[src/lcd_split_consts.vh]
// Register offsets, field positions and reset values for the screen address block
`ifndef LCD_SPLIT_CONSTS_VH
`define LCD_SPLIT_CONSTS_VH
// Register indices, byte address is four times the index
`define IDX_AC_DRIVE_RATE 8'h0b
`define IDX_S1_START_LO 8'h0c
`define IDX_S1_START_HI 8'h0d
`define IDX_S2_START_LO 8'h0f
`define IDX_S2_START_HI 8'h10
`define IDX_LINE_OFFSET 8'h12
`define IDX_S1_HEIGHT_LO 8'h13
`define IDX_S1_HEIGHT_HI 8'h14
`define IDX_CT_POINTER 8'h15
`define IDX_CT_DATA 8'h17
`define IDX_MODE_CTRL 8'h20
`define IDX_FETCH_STATUS 8'h21
// Field layout
`define RATE_W 6
`define POS_SEL_LO 4
`define POS_SEL_HI 5
`define POS_ROTATED 0
`define POS_PASSIVE 1
// Colour table select codes
`define SEL_AUTO 2'h0
`define SEL_RED 2'h1
`define SEL_GREEN 2'h2
`define SEL_BLUE 2'h3
// Reset values
`define RST_HEIGHT 10'h000
`define RST_MODE_CTRL 2'h2
`endif

[src/colour_table.v]
// Three sixteen-entry four-bit colour tables with one shared access port
`timescale 1ns/1ps
`default_nettype none
module colour_table (
    input wire clk_i,
    input wire en_i,
    input wire wr_i,
    input wire [1:0] table_i,
    input wire [3:0] index_i,
    input wire [3:0] wdata_i,
    output wire [3:0] rdata_o
);
    reg [3:0] mem_reg [0:47];
    wire [5:0] addr;

    // Flat address, table major
    assign addr = {table_i, index_i} - 6'h10;
    assign rdata_o = mem_reg[addr];

    // Table write
    always @(posedge clk_i) begin
        if (en_i && wr_i) begin
            mem_reg[addr] <= wdata_i;
        end
    end
endmodule // colour_table
`default_nettype wire

[src/lcd_screen_address_split.v]
// Frame address, split screen, AC drive and colour table pointer block
// Summary of operation
// - Zero rate toggles AC drive per frame
// - Nonzero rate toggles every rate+1 lines
// - AC drive rate only for passive panels
// - Start one is word or byte address
// - Start bit 15 used only when rotated
// - Start two addressed same way
// - Landscape adds word offset between lines
// - Nonzero offset gives virtual image window
// - Offset ignored in rotated orientation
// - Screen one height resets to zero
// - Lines 0..n screen one, rest two; code splits in landscape only
// - Three sixteen-entry four-bit colour tables
// - Pointer register picks table entry accessed
// - Data access advances table entry pointer
//
// The APB interface to the registers was left to the implementer.
`timescale 1ns/1ps
`default_nettype none
`include "lcd_split_consts.vh"
module lcd_screen_address_split (
    input wire clk_i,
    input wire rst_n_i,
    input wire ce_i,
    input wire psel_i,
    input wire penable_i,
    input wire pwrite_i,
    input wire [11:0] paddr_i,
    input wire [31:0] pwdata_i,
    output reg [31:0] prdata_o,
    output wire pready_o,
    output wire pslverr_o,
    input wire frame_pulse_i,
    input wire line_pulse_i,
    input wire line_words_done_i,
    input wire [9:0] vert_size_i,
    output reg ac_drive_toggle_o,
    output reg [15:0] fetch_addr_o,
    output reg screen_two_active_o,
    output reg [9:0] line_count_o
);
    // Control registers
    reg [5:0] ac_rate_reg;
    reg [15:0] s1_start_reg;
    reg [15:0] s2_start_reg;
    reg [7:0] line_offset_reg;
    reg [9:0] s1_height_reg;
    reg [1:0] ct_sel_reg;
    reg [3:0] ct_index_reg;
    reg [1:0] auto_phase_reg;
    reg [1:0] mode_reg;
    // Frame copies of the address settings
    reg [15:0] s1_live_reg;
    reg [15:0] s2_live_reg;
    reg [7:0] offset_live_reg;
    reg rotated_live_reg;
    // AC drive and fetch state
    reg [5:0] line_cnt_reg;
    reg [15:0] line_start_reg;
    // Pin synchronisers
    reg frame_s1_reg, frame_s2_reg, frame_d_reg;
    reg line_s1_reg, line_s2_reg, line_d_reg;
    reg done_s1_reg, done_s2_reg;
    wire frame_ev, line_ev, done_lv;
    wire rotated, passive;
    wire access, wr_acc, rd_acc, ct_data_acc;
    wire [7:0] idx;
    wire [1:0] ct_table;
    wire [3:0] ct_rdata;
    reg [15:0] next_line_start;
    reg [3:0] ct_index_next;
    reg [1:0] auto_phase_next;

    // Word index from byte address; unaligned addresses decode as unmapped
    // Addresses above the register window must not alias onto it
    function [7:0] reg_index;
        input [11:0] a;
        begin
            reg_index = (a[1:0] == 2'h0 && a[11:10] == 2'h0) ? a[9:2] : 8'hff;
        end
    endfunction

    // Mask start address to the bits in force for the orientation
    function [15:0] start_bits;
        input [15:0] s;
        input rot;
        begin
            start_bits = rot ? s : {1'b0, s[14:0]};
        end
    endfunction

    // True when a data access moves on to the next table entry
    function index_moves;
        input [1:0] sel;
        input [1:0] phase;
        begin
            index_moves = (sel != `SEL_AUTO) || (phase == 2'h2);
        end
    endfunction

    assign idx = reg_index(paddr_i);
    assign access = psel_i && penable_i && ce_i;
    assign wr_acc = access && pwrite_i;
    assign rd_acc = access && !pwrite_i;
    // Bus never waits and never errors
    assign pready_o = 1'b1;
    assign pslverr_o = 1'b0;
    assign rotated = mode_reg[`POS_ROTATED];
    assign passive = mode_reg[`POS_PASSIVE];
    assign ct_data_acc = access && (idx == `IDX_CT_DATA);
    // Auto mode walks red, green, blue at each index
    assign ct_table = (ct_sel_reg == `SEL_AUTO) ? auto_phase_reg + 2'h1 : ct_sel_reg;
    // Rising edges of the synchronised frame and line pins, one clock wide; done pin kept as a level
    assign frame_ev = frame_s2_reg && !frame_d_reg;
    assign line_ev = line_s2_reg && !line_d_reg;
    assign done_lv = done_s2_reg;

    // Pointer step after a table data access
    always @* begin
        if (index_moves(ct_sel_reg, auto_phase_reg)) begin
            ct_index_next = ct_index_reg + 4'h1;
            auto_phase_next = 2'h0;
        end else begin
            ct_index_next = ct_index_reg;
            auto_phase_next = auto_phase_reg + 2'h1;
        end
    end

    // Two-stage synchronisers and edge history
    always @(posedge clk_i or negedge rst_n_i) begin
        if (!rst_n_i) begin
            frame_s1_reg <= 1'b0;
            frame_s2_reg <= 1'b0;
            frame_d_reg <= 1'b0;
            line_s1_reg <= 1'b0;
            line_s2_reg <= 1'b0;
            line_d_reg <= 1'b0;
            done_s1_reg <= 1'b0;
            done_s2_reg <= 1'b0;
        end else if (ce_i) begin
            frame_s1_reg <= frame_pulse_i;
            frame_s2_reg <= frame_s1_reg;
            frame_d_reg <= frame_s2_reg;
            line_s1_reg <= line_pulse_i;
            line_s2_reg <= line_s1_reg;
            line_d_reg <= line_s2_reg;
            done_s1_reg <= line_words_done_i;
            done_s2_reg <= done_s1_reg;
        end
    end

    // Register writes and colour table pointer
    always @(posedge clk_i or negedge rst_n_i) begin
        if (!rst_n_i) begin
            ac_rate_reg <= 6'h00;
            s1_start_reg <= 16'h0000;
            s2_start_reg <= 16'h0000;
            line_offset_reg <= 8'h00;
            s1_height_reg <= `RST_HEIGHT;
            ct_sel_reg <= 2'h0;
            ct_index_reg <= 4'h0;
            auto_phase_reg <= 2'h0;
            mode_reg <= `RST_MODE_CTRL;
        end else if (wr_acc) begin
            case (idx)
                `IDX_AC_DRIVE_RATE: ac_rate_reg <= pwdata_i[5:0];
                `IDX_S1_START_LO: s1_start_reg[7:0] <= pwdata_i[7:0];
                `IDX_S1_START_HI: s1_start_reg[15:8] <= pwdata_i[7:0];
                `IDX_S2_START_LO: s2_start_reg[7:0] <= pwdata_i[7:0];
                `IDX_S2_START_HI: s2_start_reg[15:8] <= pwdata_i[7:0];
                `IDX_LINE_OFFSET: line_offset_reg <= pwdata_i[7:0];
                `IDX_S1_HEIGHT_LO: s1_height_reg[7:0] <= pwdata_i[7:0];
                `IDX_S1_HEIGHT_HI: s1_height_reg[9:8] <= pwdata_i[1:0];
                `IDX_CT_POINTER: begin
                    ct_sel_reg <= pwdata_i[`POS_SEL_HI:`POS_SEL_LO];
                    ct_index_reg <= pwdata_i[3:0];
                    auto_phase_reg <= 2'h0; // Auto mode restarts at red
                end
                `IDX_CT_DATA: begin
                    ct_index_reg <= ct_index_next;
                    auto_phase_reg <= auto_phase_next;
                end
                `IDX_MODE_CTRL: mode_reg <= pwdata_i[1:0];
                default: ;
            endcase
        end else if (rd_acc && idx == `IDX_CT_DATA) begin
            // Table data read also steps the pointer
            ct_index_reg <= ct_index_next;
            auto_phase_reg <= auto_phase_next;
        end
    end

    // Colour table storage
    colour_table u_table (
        .clk_i(clk_i),
        .en_i(ct_data_acc),
        .wr_i(pwrite_i),
        .table_i(ct_table),
        .index_i(ct_index_reg),
        .wdata_i(pwdata_i[3:0]),
        .rdata_o(ct_rdata)
    );

    // Read data mux, registered in the setup cycle
    always @(posedge clk_i or negedge rst_n_i) begin
        if (!rst_n_i) begin
            prdata_o <= 32'h00000000;
        end else if (ce_i && psel_i && !penable_i) begin
            case (idx)
                `IDX_AC_DRIVE_RATE: prdata_o <= {26'h0, ac_rate_reg};
                `IDX_S1_START_LO: prdata_o <= {24'h0, s1_start_reg[7:0]};
                `IDX_S1_START_HI: prdata_o <= {24'h0, s1_start_reg[15:8]};
                `IDX_S2_START_LO: prdata_o <= {24'h0, s2_start_reg[7:0]};
                `IDX_S2_START_HI: prdata_o <= {24'h0, s2_start_reg[15:8]};
                `IDX_LINE_OFFSET: prdata_o <= {24'h0, line_offset_reg};
                `IDX_S1_HEIGHT_LO: prdata_o <= {24'h0, s1_height_reg[7:0]};
                `IDX_S1_HEIGHT_HI: prdata_o <= {30'h0, s1_height_reg[9:8]};
                `IDX_CT_POINTER: prdata_o <= {26'h0, ct_sel_reg, ct_index_reg};
                `IDX_CT_DATA: prdata_o <= {28'h0, ct_rdata};
                `IDX_MODE_CTRL: prdata_o <= {30'h0, mode_reg};
                `IDX_FETCH_STATUS: prdata_o <= {5'h0, screen_two_active_o,
                    line_count_o, fetch_addr_o};
                default: prdata_o <= 32'h00000000;
            endcase
        end
    end

    // AC drive toggle, passive panels only
    always @(posedge clk_i or negedge rst_n_i) begin
        if (!rst_n_i) begin
            ac_drive_toggle_o <= 1'b0;
            line_cnt_reg <= 6'h00;
        end else if (ce_i && passive) begin
            if (ac_rate_reg == 6'h00) begin
                line_cnt_reg <= 6'h00;
                if (frame_ev) begin
                    ac_drive_toggle_o <= !ac_drive_toggle_o;
                end
            end else if (line_ev) begin
                if (line_cnt_reg >= ac_rate_reg) begin
                    line_cnt_reg <= 6'h00;
                    ac_drive_toggle_o <= !ac_drive_toggle_o;
                end else begin
                    line_cnt_reg <= line_cnt_reg + 6'h01;
                end
            end
        end
    end

    // Start of next line: landscape skips the offset words
    always @* begin
        if (rotated_live_reg) begin
            next_line_start = line_start_reg;
        end else begin
            next_line_start = {1'b0, fetch_addr_o[14:0] + {7'h00, offset_live_reg}};
        end
    end

    // Frame and line address sequencing with split screen
    always @(posedge clk_i or negedge rst_n_i) begin
        if (!rst_n_i) begin
            s1_live_reg <= 16'h0000;
            s2_live_reg <= 16'h0000;
            offset_live_reg <= 8'h00;
            rotated_live_reg <= 1'b0;
            fetch_addr_o <= 16'h0000;
            line_start_reg <= 16'h0000;
            line_count_o <= 10'h000;
            screen_two_active_o <= 1'b0;
        end else if (ce_i) begin
            if (frame_ev) begin
                s1_live_reg <= s1_start_reg;
                s2_live_reg <= s2_start_reg;
                offset_live_reg <= line_offset_reg;
                rotated_live_reg <= rotated;
                fetch_addr_o <= start_bits(s1_start_reg, rotated);
                line_start_reg <= start_bits(s1_start_reg, rotated);
                line_count_o <= 10'h000;
                screen_two_active_o <= 1'b0;
            end else if (line_ev) begin
                line_count_o <= line_count_o + 10'h001;
                // Split only in landscape and only below the panel height
                if (!rotated_live_reg && line_count_o == s1_height_reg
                    && s1_height_reg < vert_size_i) begin
                    screen_two_active_o <= 1'b1;
                    fetch_addr_o <= start_bits(s2_live_reg, 1'b0);
                    line_start_reg <= start_bits(s2_live_reg, 1'b0);
                end else begin
                    fetch_addr_o <= next_line_start;
                    line_start_reg <= next_line_start;
                end
            end else if (done_lv && !frame_ev) begin
                fetch_addr_o <= fetch_addr_o; // Held until the line pulse
            end
        end
    end
endmodule // lcd_screen_address_split
`default_nettype wire

[config.mk]
export PLATFORM = sky130hd
export DESIGN_NAME = lcd_screen_address_split
export DESIGN_NICKNAME = d
export VERILOG_FILES = /design/src/colour_table.v /design/src/lcd_screen_address_split.v
export VERILOG_INCLUDE_DIRS = /design/src
export SDC_FILE = /design/constraint.sdc
export NUM_CORES = 1
export LEC_CHECK = 0
export BUFFER_PORTS_ARGS = -buffer_cell sky130_fd_sc_hd__buf_2
export CORE_MARGIN = 4
export CORE_UTILIZATION = 29
export DETAILED_ROUTE_END_ITERATION = 8
export GPL_TIMING_DRIVEN = 0
export PLACE_DENSITY = 0.4
export SLEW_MARGIN = 40
export SYNTH_ARGS = -nofsm -noshare
export SYNTH_HDL_FRONTEND = slang
export SYNTH_SLANG_ARGS = --single-unit
[constraint.sdc]
create_clock -name clk_i -period 3.2 [get_ports clk_i]
set_input_delay 0.16 -clock clk_i [delete_from_list [all_inputs] [get_ports clk_i]]
set_output_delay 0.16 -clock clk_i [all_outputs]
set_load 0.01 [all_outputs]
==> results of run 1 <==
cell usage after synthesis (16+ instances only):
master      n
ha_1       30
xor2_1     18
a22oi_1    23
nand2_1   169
nand3_1    32
edfxtp_1  192
nor2b_1    16
clkbuf_1   40
dfrtp_1   156
o21ai_0    41
mux4_2     18
a221oi_1   17
a21oi_1    54
mux2i_1    23
mux2_2     86
buf_2      18
nor2_1    118
inv_1      24
report_power, final:
part,switching [mW],leakage (nW),internal (mW)
registers,0.227,3.83,4.88
logic,0.685,3.18,0.428
clock network,1.92,0.634,2.66
total,2.83,7.64,7.96
per-layer routing:
layer	wire length [um]	global-route usage, %
met5	9	0
met4	1690	5.57
met2	26400	30.8
met3	2640	2.84
met1	23200	23.1
area by class of cell:
type / instances / area share, %
diodes: 1 / 0.0131
plain buffers: 72 / 1.77
clock buffers: 59 / 6.21
clock inverters: 13 / 0.610
inverters: 25 / 0.492
multi-input cells: 870 / 32.0
flip-flops and latches: 349 / 50.8
well taps: 748 / 4.91
repair buffers: 100 / 3.15
cell families (layout without fill, tap and decap cells):
kind of cell / after synthesis / count (layout)
DFF: 349 / 349
and+or+nand+nor: 433 / 433
buffers and inverters: 98 / 269
other: 2 / 8
muxes: 127 / 127
AOI/OAI and AO/OA: 240 / 240
adders and majority gates: 31 / 31
xor gates and xnor gates: 32 / 32
timing repair:
item | 4_1_cts | 5_1_grt
hold endpoints to repair | 179 | 0
gates resized for setup | 3 | 7
endpoints found under the setup margin | 145 | 45
hold buffers | 7 | 0
path summary, 6_finish.rpt:
check | start | to | depth (start not counted)
worst max-delay path | ct_index_reg[2] | u_table.mem_reg[19][3] | 6
worst min register to register | prdata_o[11] | prdata_o[11] | 2
worst min-delay path | rst_n_i | prdata_o[13] | 2
max in group asynchronous | rst_n_i | mode_reg[1] | 3
worst max register to register | ct_index_reg[2] | u_table.mem_reg[19][3] | 6
min in group clk_i | pwdata_i[1] | u_table.mem_reg[29][1] | 1
metrics by stage:
| stage | instance area (um2) | power, mW | util, % |
|---|---|---|---|
| after floorplan | 16200 | 5.74 | - |
| after global placement | 17600 | 6.31 | 31.9 |
| after detailed placement | 17700 | 6.33 | 32.1 |
| after CTS | 19000 | 10.9 | 34.6 |
| after global routing | 19100 | 11.3 | 34.6 |
| final | 19100 | 10.8 | 34.6 |
cell usage in the layout, fill, tap and decap left out, types with 8 or more instances in the layout:
master	instances
a21oi_1	54
nand3_1	32
buf_2	103
dfrtp_1	156
nand2_1	169
a211oi_1	11
edfxtp_1	192
xor2_1	18
clkbuf_1	48
xnor2_1	14
nor2b_1	16
mux4_2	18
o211ai_1	10
mux2_2	86
o22ai_1	11
inv_1	24
nor3_1	15
nor2_1	116
a221oi_1	17
o21ai_0	40
a22oi_1	23
ha_1	30
buf_4	14
clkbuf_16	42
or3_1	8
a22o_1	15
mux2i_1	23
nand4_1	10
worst register-to-register path, delay by kind of cell (launching register included):
| family | cells | cell delay [ns] |
|---|---|---|
| and+or+nand+nor | 3 | 1.66 |
| buffers and inverters | 3 | 0.82 |
| DFF | 1 | 0.39 |
==> qor.yml, run 1 <==
sta:
  timing.final.crit_share_pct: 101
  finalHoldViolCount: 0
  fmaxAchievable_mhz: 310
  slew_violations: 0
  rsz0062_at_grt: "true"
  tns_ns: -0.100
  fin_skew_ns: 0.0392
  worst_slew_pin_slew_ns: 0.931
  hold_slack_ns: 0.107
  max-slew-margin-rel_pct: 37.4
  period_needed_ns: 3.23
  setup_viol_count_final: 4
  setup_ws_ns: -0.0267
clocking:
  clkTransAtPathRegs_ns: 0.06
  htreeDepth: 2
  worstSkewPairLatency_ns: 0.59
  post_cts_buffers: 0
  clockRootBuffer: "clkbuf_16"
  cts_buffers: 41
  clockBufferDepth: 3
  clock_sinks: 349
  cts_tree: "yes"
placed_design:
  port_buffers: 91
  dp.cells: 2158
  gp_congestion: 0.844
  dp_slack_ns: -0.587
  hpwlAfterDp_mm: 38.7
critical_path:
  cpPeakStageDelay_ns: 0.63
  crit_chain: "buf_2 -> buf_2 -> buf_4 -> nor4_1 -> nand2_1 -> nor2_1"
  cp-start-kind: "flop"
  crit_path_end_kind: "flop"
  cpMaxStageDelayCell: "nor4_1"
  path_buf_inv: 3
  cp_max_fo: 19
  cp.required_ns: 3.42
  arrival_ns: 3.44
  critPathTopFamily: "simple AND/OR/NAND/NOR gates"
  regToRegSetupSlack_ns: -0.03
  cp_common_cell: "buf_2"
  path_class: "flop to flop"
global_routing:
  track_usage_pct: 17.8
  grt_pass1_vias: 11500
  antenna_found_initial: 3
  grt_max_degree: 59
  grt-ovfl-total: 0
  grt_pass1_wl_mm: 79.5
detailed_routing:
  avgRoutedWirePerCell_um: 24.1
  first_pass_iters: 6
  finalWirelength_mm: 54.0
  drcViolationCount: 0
  antenna_left: 0
  viasPerCell: 5.08
  drt_iter0_markers: 793
  num_vias: 11400
floorplanning:
  rows: 86
  coreArea_um2: 55100
  initial_core_util_pct: 29.3
  die_w_um: 244
  dieArea_um2: 59600
  die_height_um: 244
  io_pins: 125
pwr:
  p_per_area_nw_per_um2: 566
  power_leakage_nw: 7.64
  vdd_drop_max_mv: 0.405
synth:
  synth_warnings: 0
  async_reset_ff_share_pct: 45.0
  synth_compound_area_share_pct: 10.3
  synthMuxAreaShare_pct: 9.93
  synth.ff_latch_count: 349
  yosys.area.top_type_share_pct: 35.7
  synthAdderAreaFrac_pct: 2.45
  synthTopCellsByArea: "edfxtp_1 36%, dfrtp_1 24%, mux2_2 6.0%"
  synthDistinctLibCells: 79
  ys_seq_area_share_pct: 60.0
  syn-cell-area_um2: 16200
  synth_edf_count: 192
  synth_area_per_cell_um2: 12.3
  dominantRegCellSynth: "edfxtp_1"
  yosys.area_share.xor_xnor_pct: 1.73
  yosys.area_share.simple_pct: 12.9
  yosys.area.top_type: "edfxtp_1"
  synthCells: 1312
  synth_top_family_by_area: "simple AND/OR/NAND/NOR gates"
cells_and_area:
  fin_nets: 1553
  seq_area_um2: 9700
  drive_gt1_share_pct: 20.8
  fin_cells: 2237
  fillers: 5592
  largest_reg_flops: 192
  area_growth_pct: 18.0
  multiInputGateArea_um2: 6100
outcome:
  status: "complete, but fails checks"
  violations: "setup timing"
hold_path:
  hold_path.class: "input port to async pin"
job:
  maxCapViolCount: 0
Power figures use the tool's default switching activity.
==> run 2, diff against run 1 <==
--- a/config.mk
+++ b/config.mk
@@ -6,7 +6,7 @@
 export SDC_FILE = /design/constraint.sdc
 export NUM_CORES = 1
 export LEC_CHECK = 0
-export BUFFER_PORTS_ARGS = -buffer_cell sky130_fd_sc_hd__buf_2
+export BUFFER_PORTS_ARGS = -buffer_cell sky130_fd_sc_hd__buf_4
 export CORE_MARGIN = 4
 export CORE_UTILIZATION = 29
 export DETAILED_ROUTE_END_ITERATION = 8
==> run 2 against run 1 <==
The flow now finishes without violations. Sequential power barely moved. Via count is 0.53% lower. Critical path depth is the same. Cell count is essentially flat.
==> qor.yml, run 2 (synthesis results as in run 1) <==
placed_design:
  port_buffers: 91  # unchanged
  gp_congestion: 0.857  # was 0.844
  hpwlAfterDp_mm: 38.9  # was 38.7 mm
  placement.cell_area_um2: 17900  # was 17700 um2
  dp_slack_ns: -0.569  # was -0.587 ns
detailed_routing:
  drt_iter0_markers: 784  # was 793
  finalWirelength_mm: 54.4  # was 54.0 mm
  viasPerCell: 5.05  # was 5.08
  first_pass_iters: 5  # was 6
  num_vias: 11300  # was 11.4k
  drcViolationCount: 0  # unchanged
  antenna_left: 0  # unchanged
  avgRoutedWirePerCell_um: 24.3  # was 24.1 um
clocking:
  clock_sinks: 349  # unchanged
  clkTransAtPathRegs_ns: 0.06  # about the same
  post_cts_buffers: 0  # unchanged
  clockBufferDepth: 3  # unchanged
  worstSkewPairLatency_ns: 0.58  # was 0.59 ns
  clockRootBuffer: "clkbuf_16"  # unchanged
  cts_tree: "yes"  # unchanged
  htreeDepth: 2  # unchanged
  cts_buffers: 40  # was 41
sta:
  worst_slew_pin_slew_ns: 0.874  # was 0.931 ns
  period_needed_ns: 3.15  # was 3.23 ns
  slew_violations: 0  # unchanged
  timing.final.crit_share_pct: 98.3  # was 101%
  finalHoldViolCount: 0  # unchanged
  setup_viol_count_final: 0  # was 4
  fmaxAchievable_mhz: 318  # was 310 MHz
  tns_ns: 0  # was -0.100 ns
  rsz0062_at_grt: "true"  # unchanged
  fin_skew_ns: 0.0225  # was 0.0392 ns
  setup_ws_ns: 0.0540  # was -0.0267 ns
  max-slew-margin-rel_pct: 41.2  # was 37.4%
floorplanning:
  dieArea_um2: 59600  # unchanged
  die_w_um: 244  # unchanged
  io_pins: 125  # unchanged
  rows: 86  # unchanged
  die_height_um: 244  # unchanged
  initial_core_util_pct: 29.3  # unchanged
  coreArea_um2: 55100  # unchanged
cells_and_area:
  fillers: 5527  # was 5592
  largest_reg_flops: 192  # unchanged
  area_growth_pct: 19.7  # was 18.0%
  layout_common_cells: "192 x edfxtp_1, 168 x nand2_1, 156 x dfrtp_1"  # was 192 x edfxtp_1, 169 x nand2_1, 156 x dfrtp_1
  fin_area_um2: 19300  # was 19100 um2
  finalCoreUtilization_pct: 35.1  # was 34.6%
  drive_gt1_share_pct: 21.9  # was 20.8%
  multiInputGateArea_um2: 6110  # was 6100 um2
  final_common_cell: "edfxtp_1"  # unchanged
  seq_area_um2: 9700  # unchanged
  fin_nets: 1553  # unchanged
outcome:
  status: "complete, no violations"  # was complete, but fails checks
global_routing:
  grt_pass1_wl_mm: 80.3  # was 79.5 mm
  top_usage_layer: "met2"  # unchanged
  grt_max_degree: 58  # was 59
  grt-ovfl-total: 0  # unchanged
  use_met2_pct: 30.7  # was 30.8%
  use_met3_pct: 3.18  # was 2.84%
  gr-usage-met1_pct: 23.6  # was 23.1%
  track_usage_pct: 18.1  # was 17.8%
  antenna_found_initial: 2  # was 3
  grt_pass1_vias: 11700  # was 11.5k
critical_path:
  path_class: "flop to flop"  # unchanged
  crit_path_end_kind: "flop"  # unchanged
  cp_max_fo: 19  # unchanged
  cp.required_ns: 3.42  # about the same
  regToRegSetupSlack_ns: 0.05  # was -0.03 ns
  arrival_ns: 3.36  # was 3.44 ns
  cp-start-kind: "flop"  # unchanged
pwr:
  power_leakage_nw: 7.71  # was 7.64 nW
  vdd_drop_max_mv: 0.327  # was 0.405 mV
  p_total_mw: 11.0  # was 10.8 mW
  p_per_area_nw_per_um2: 569  # was 566 nW/um2
job:
  maxCapViolCount: 0  # unchanged
hold_path:
  hold_path.class: "input port to async pin"  # unchanged
run 2: changes by cell type in the layout (fill, tap and decap cells not counted), moves of 3 or more:
cell      previous run  this run
buf_2              103        17
buf_4               14       100
nor2_1             116       108
nor2_2               3        11
clkbuf_1            48        41
clkinv_2             3         6
run 2: cell type report:
type / count / share of cell area, %
sequential: 349 / 50.1
clock inverter: 21 / 1.11
buffer: 72 / 1.76
clock buffer: 52 / 5.82
inverter: 25 / 0.485
multi-input combinational: 870 / 31.6
timing repair buffer: 101 / 4.28
antenna: 1 / 0.0129
tap: 748 / 4.84
run 2: report_power, final:
group          internal, mW  switching, mW
clock network          2.74           1.96
logic                 0.498          0.684
registers              4.87          0.237
total                  8.12           2.89
run 2: final timing paths:
kind | depth (start not counted) | to | startpoint
worst max-delay path | 6 | u_table.mem_reg[23][3] | ct_index_reg[2]
worst min-delay path | 2 | offset_live_reg[5] | rst_n_i
worst max register to register | 6 | u_table.mem_reg[23][3] | ct_index_reg[2]
worst min register to register | 2 | prdata_o[11] | prdata_o[11]
max in group asynchronous | 4 | mode_reg[1] | rst_n_i
min in group clk_i | 1 | u_table.mem_reg[42][0] | pwdata_i[0]
run 2: layer usage:
| layer | part of all wire [%] | wire length, um |
|---|---|---|
| met1 | 43 | 23200 |
| met5 | 0.018 | 10 |
| met3 | 5.5 | 2980 |
| met4 | 3.1 | 1670 |
| met2 | 49 | 26500 |
run 2: critical path: stages (launching register included):
cell,delay [ns]
dfrtp_1,0.37
buf_2,0.34
buf_2,0.41
buf_4,0.41
and3_1,0.34
nand2_1,0.38
nor2_1,0.52
run 2: through the flow:
stage	instances	hold slack, ns
after floorplan	1317	-0.136
after global placement	2156	0.404
after detailed placement	2159	0.0332
after CTS	2238	0.0308
after global routing	2238	0.0624
final	2239	0.0403
run 2: what timing repair did:
item | CTS | global route
endpoints found under the setup margin | 165 | 95
pin swaps | 0 | 0
hold buffers | 7 | 0
endpoints found under the hold margin | 93 | 0
resized for setup | 8 | 11
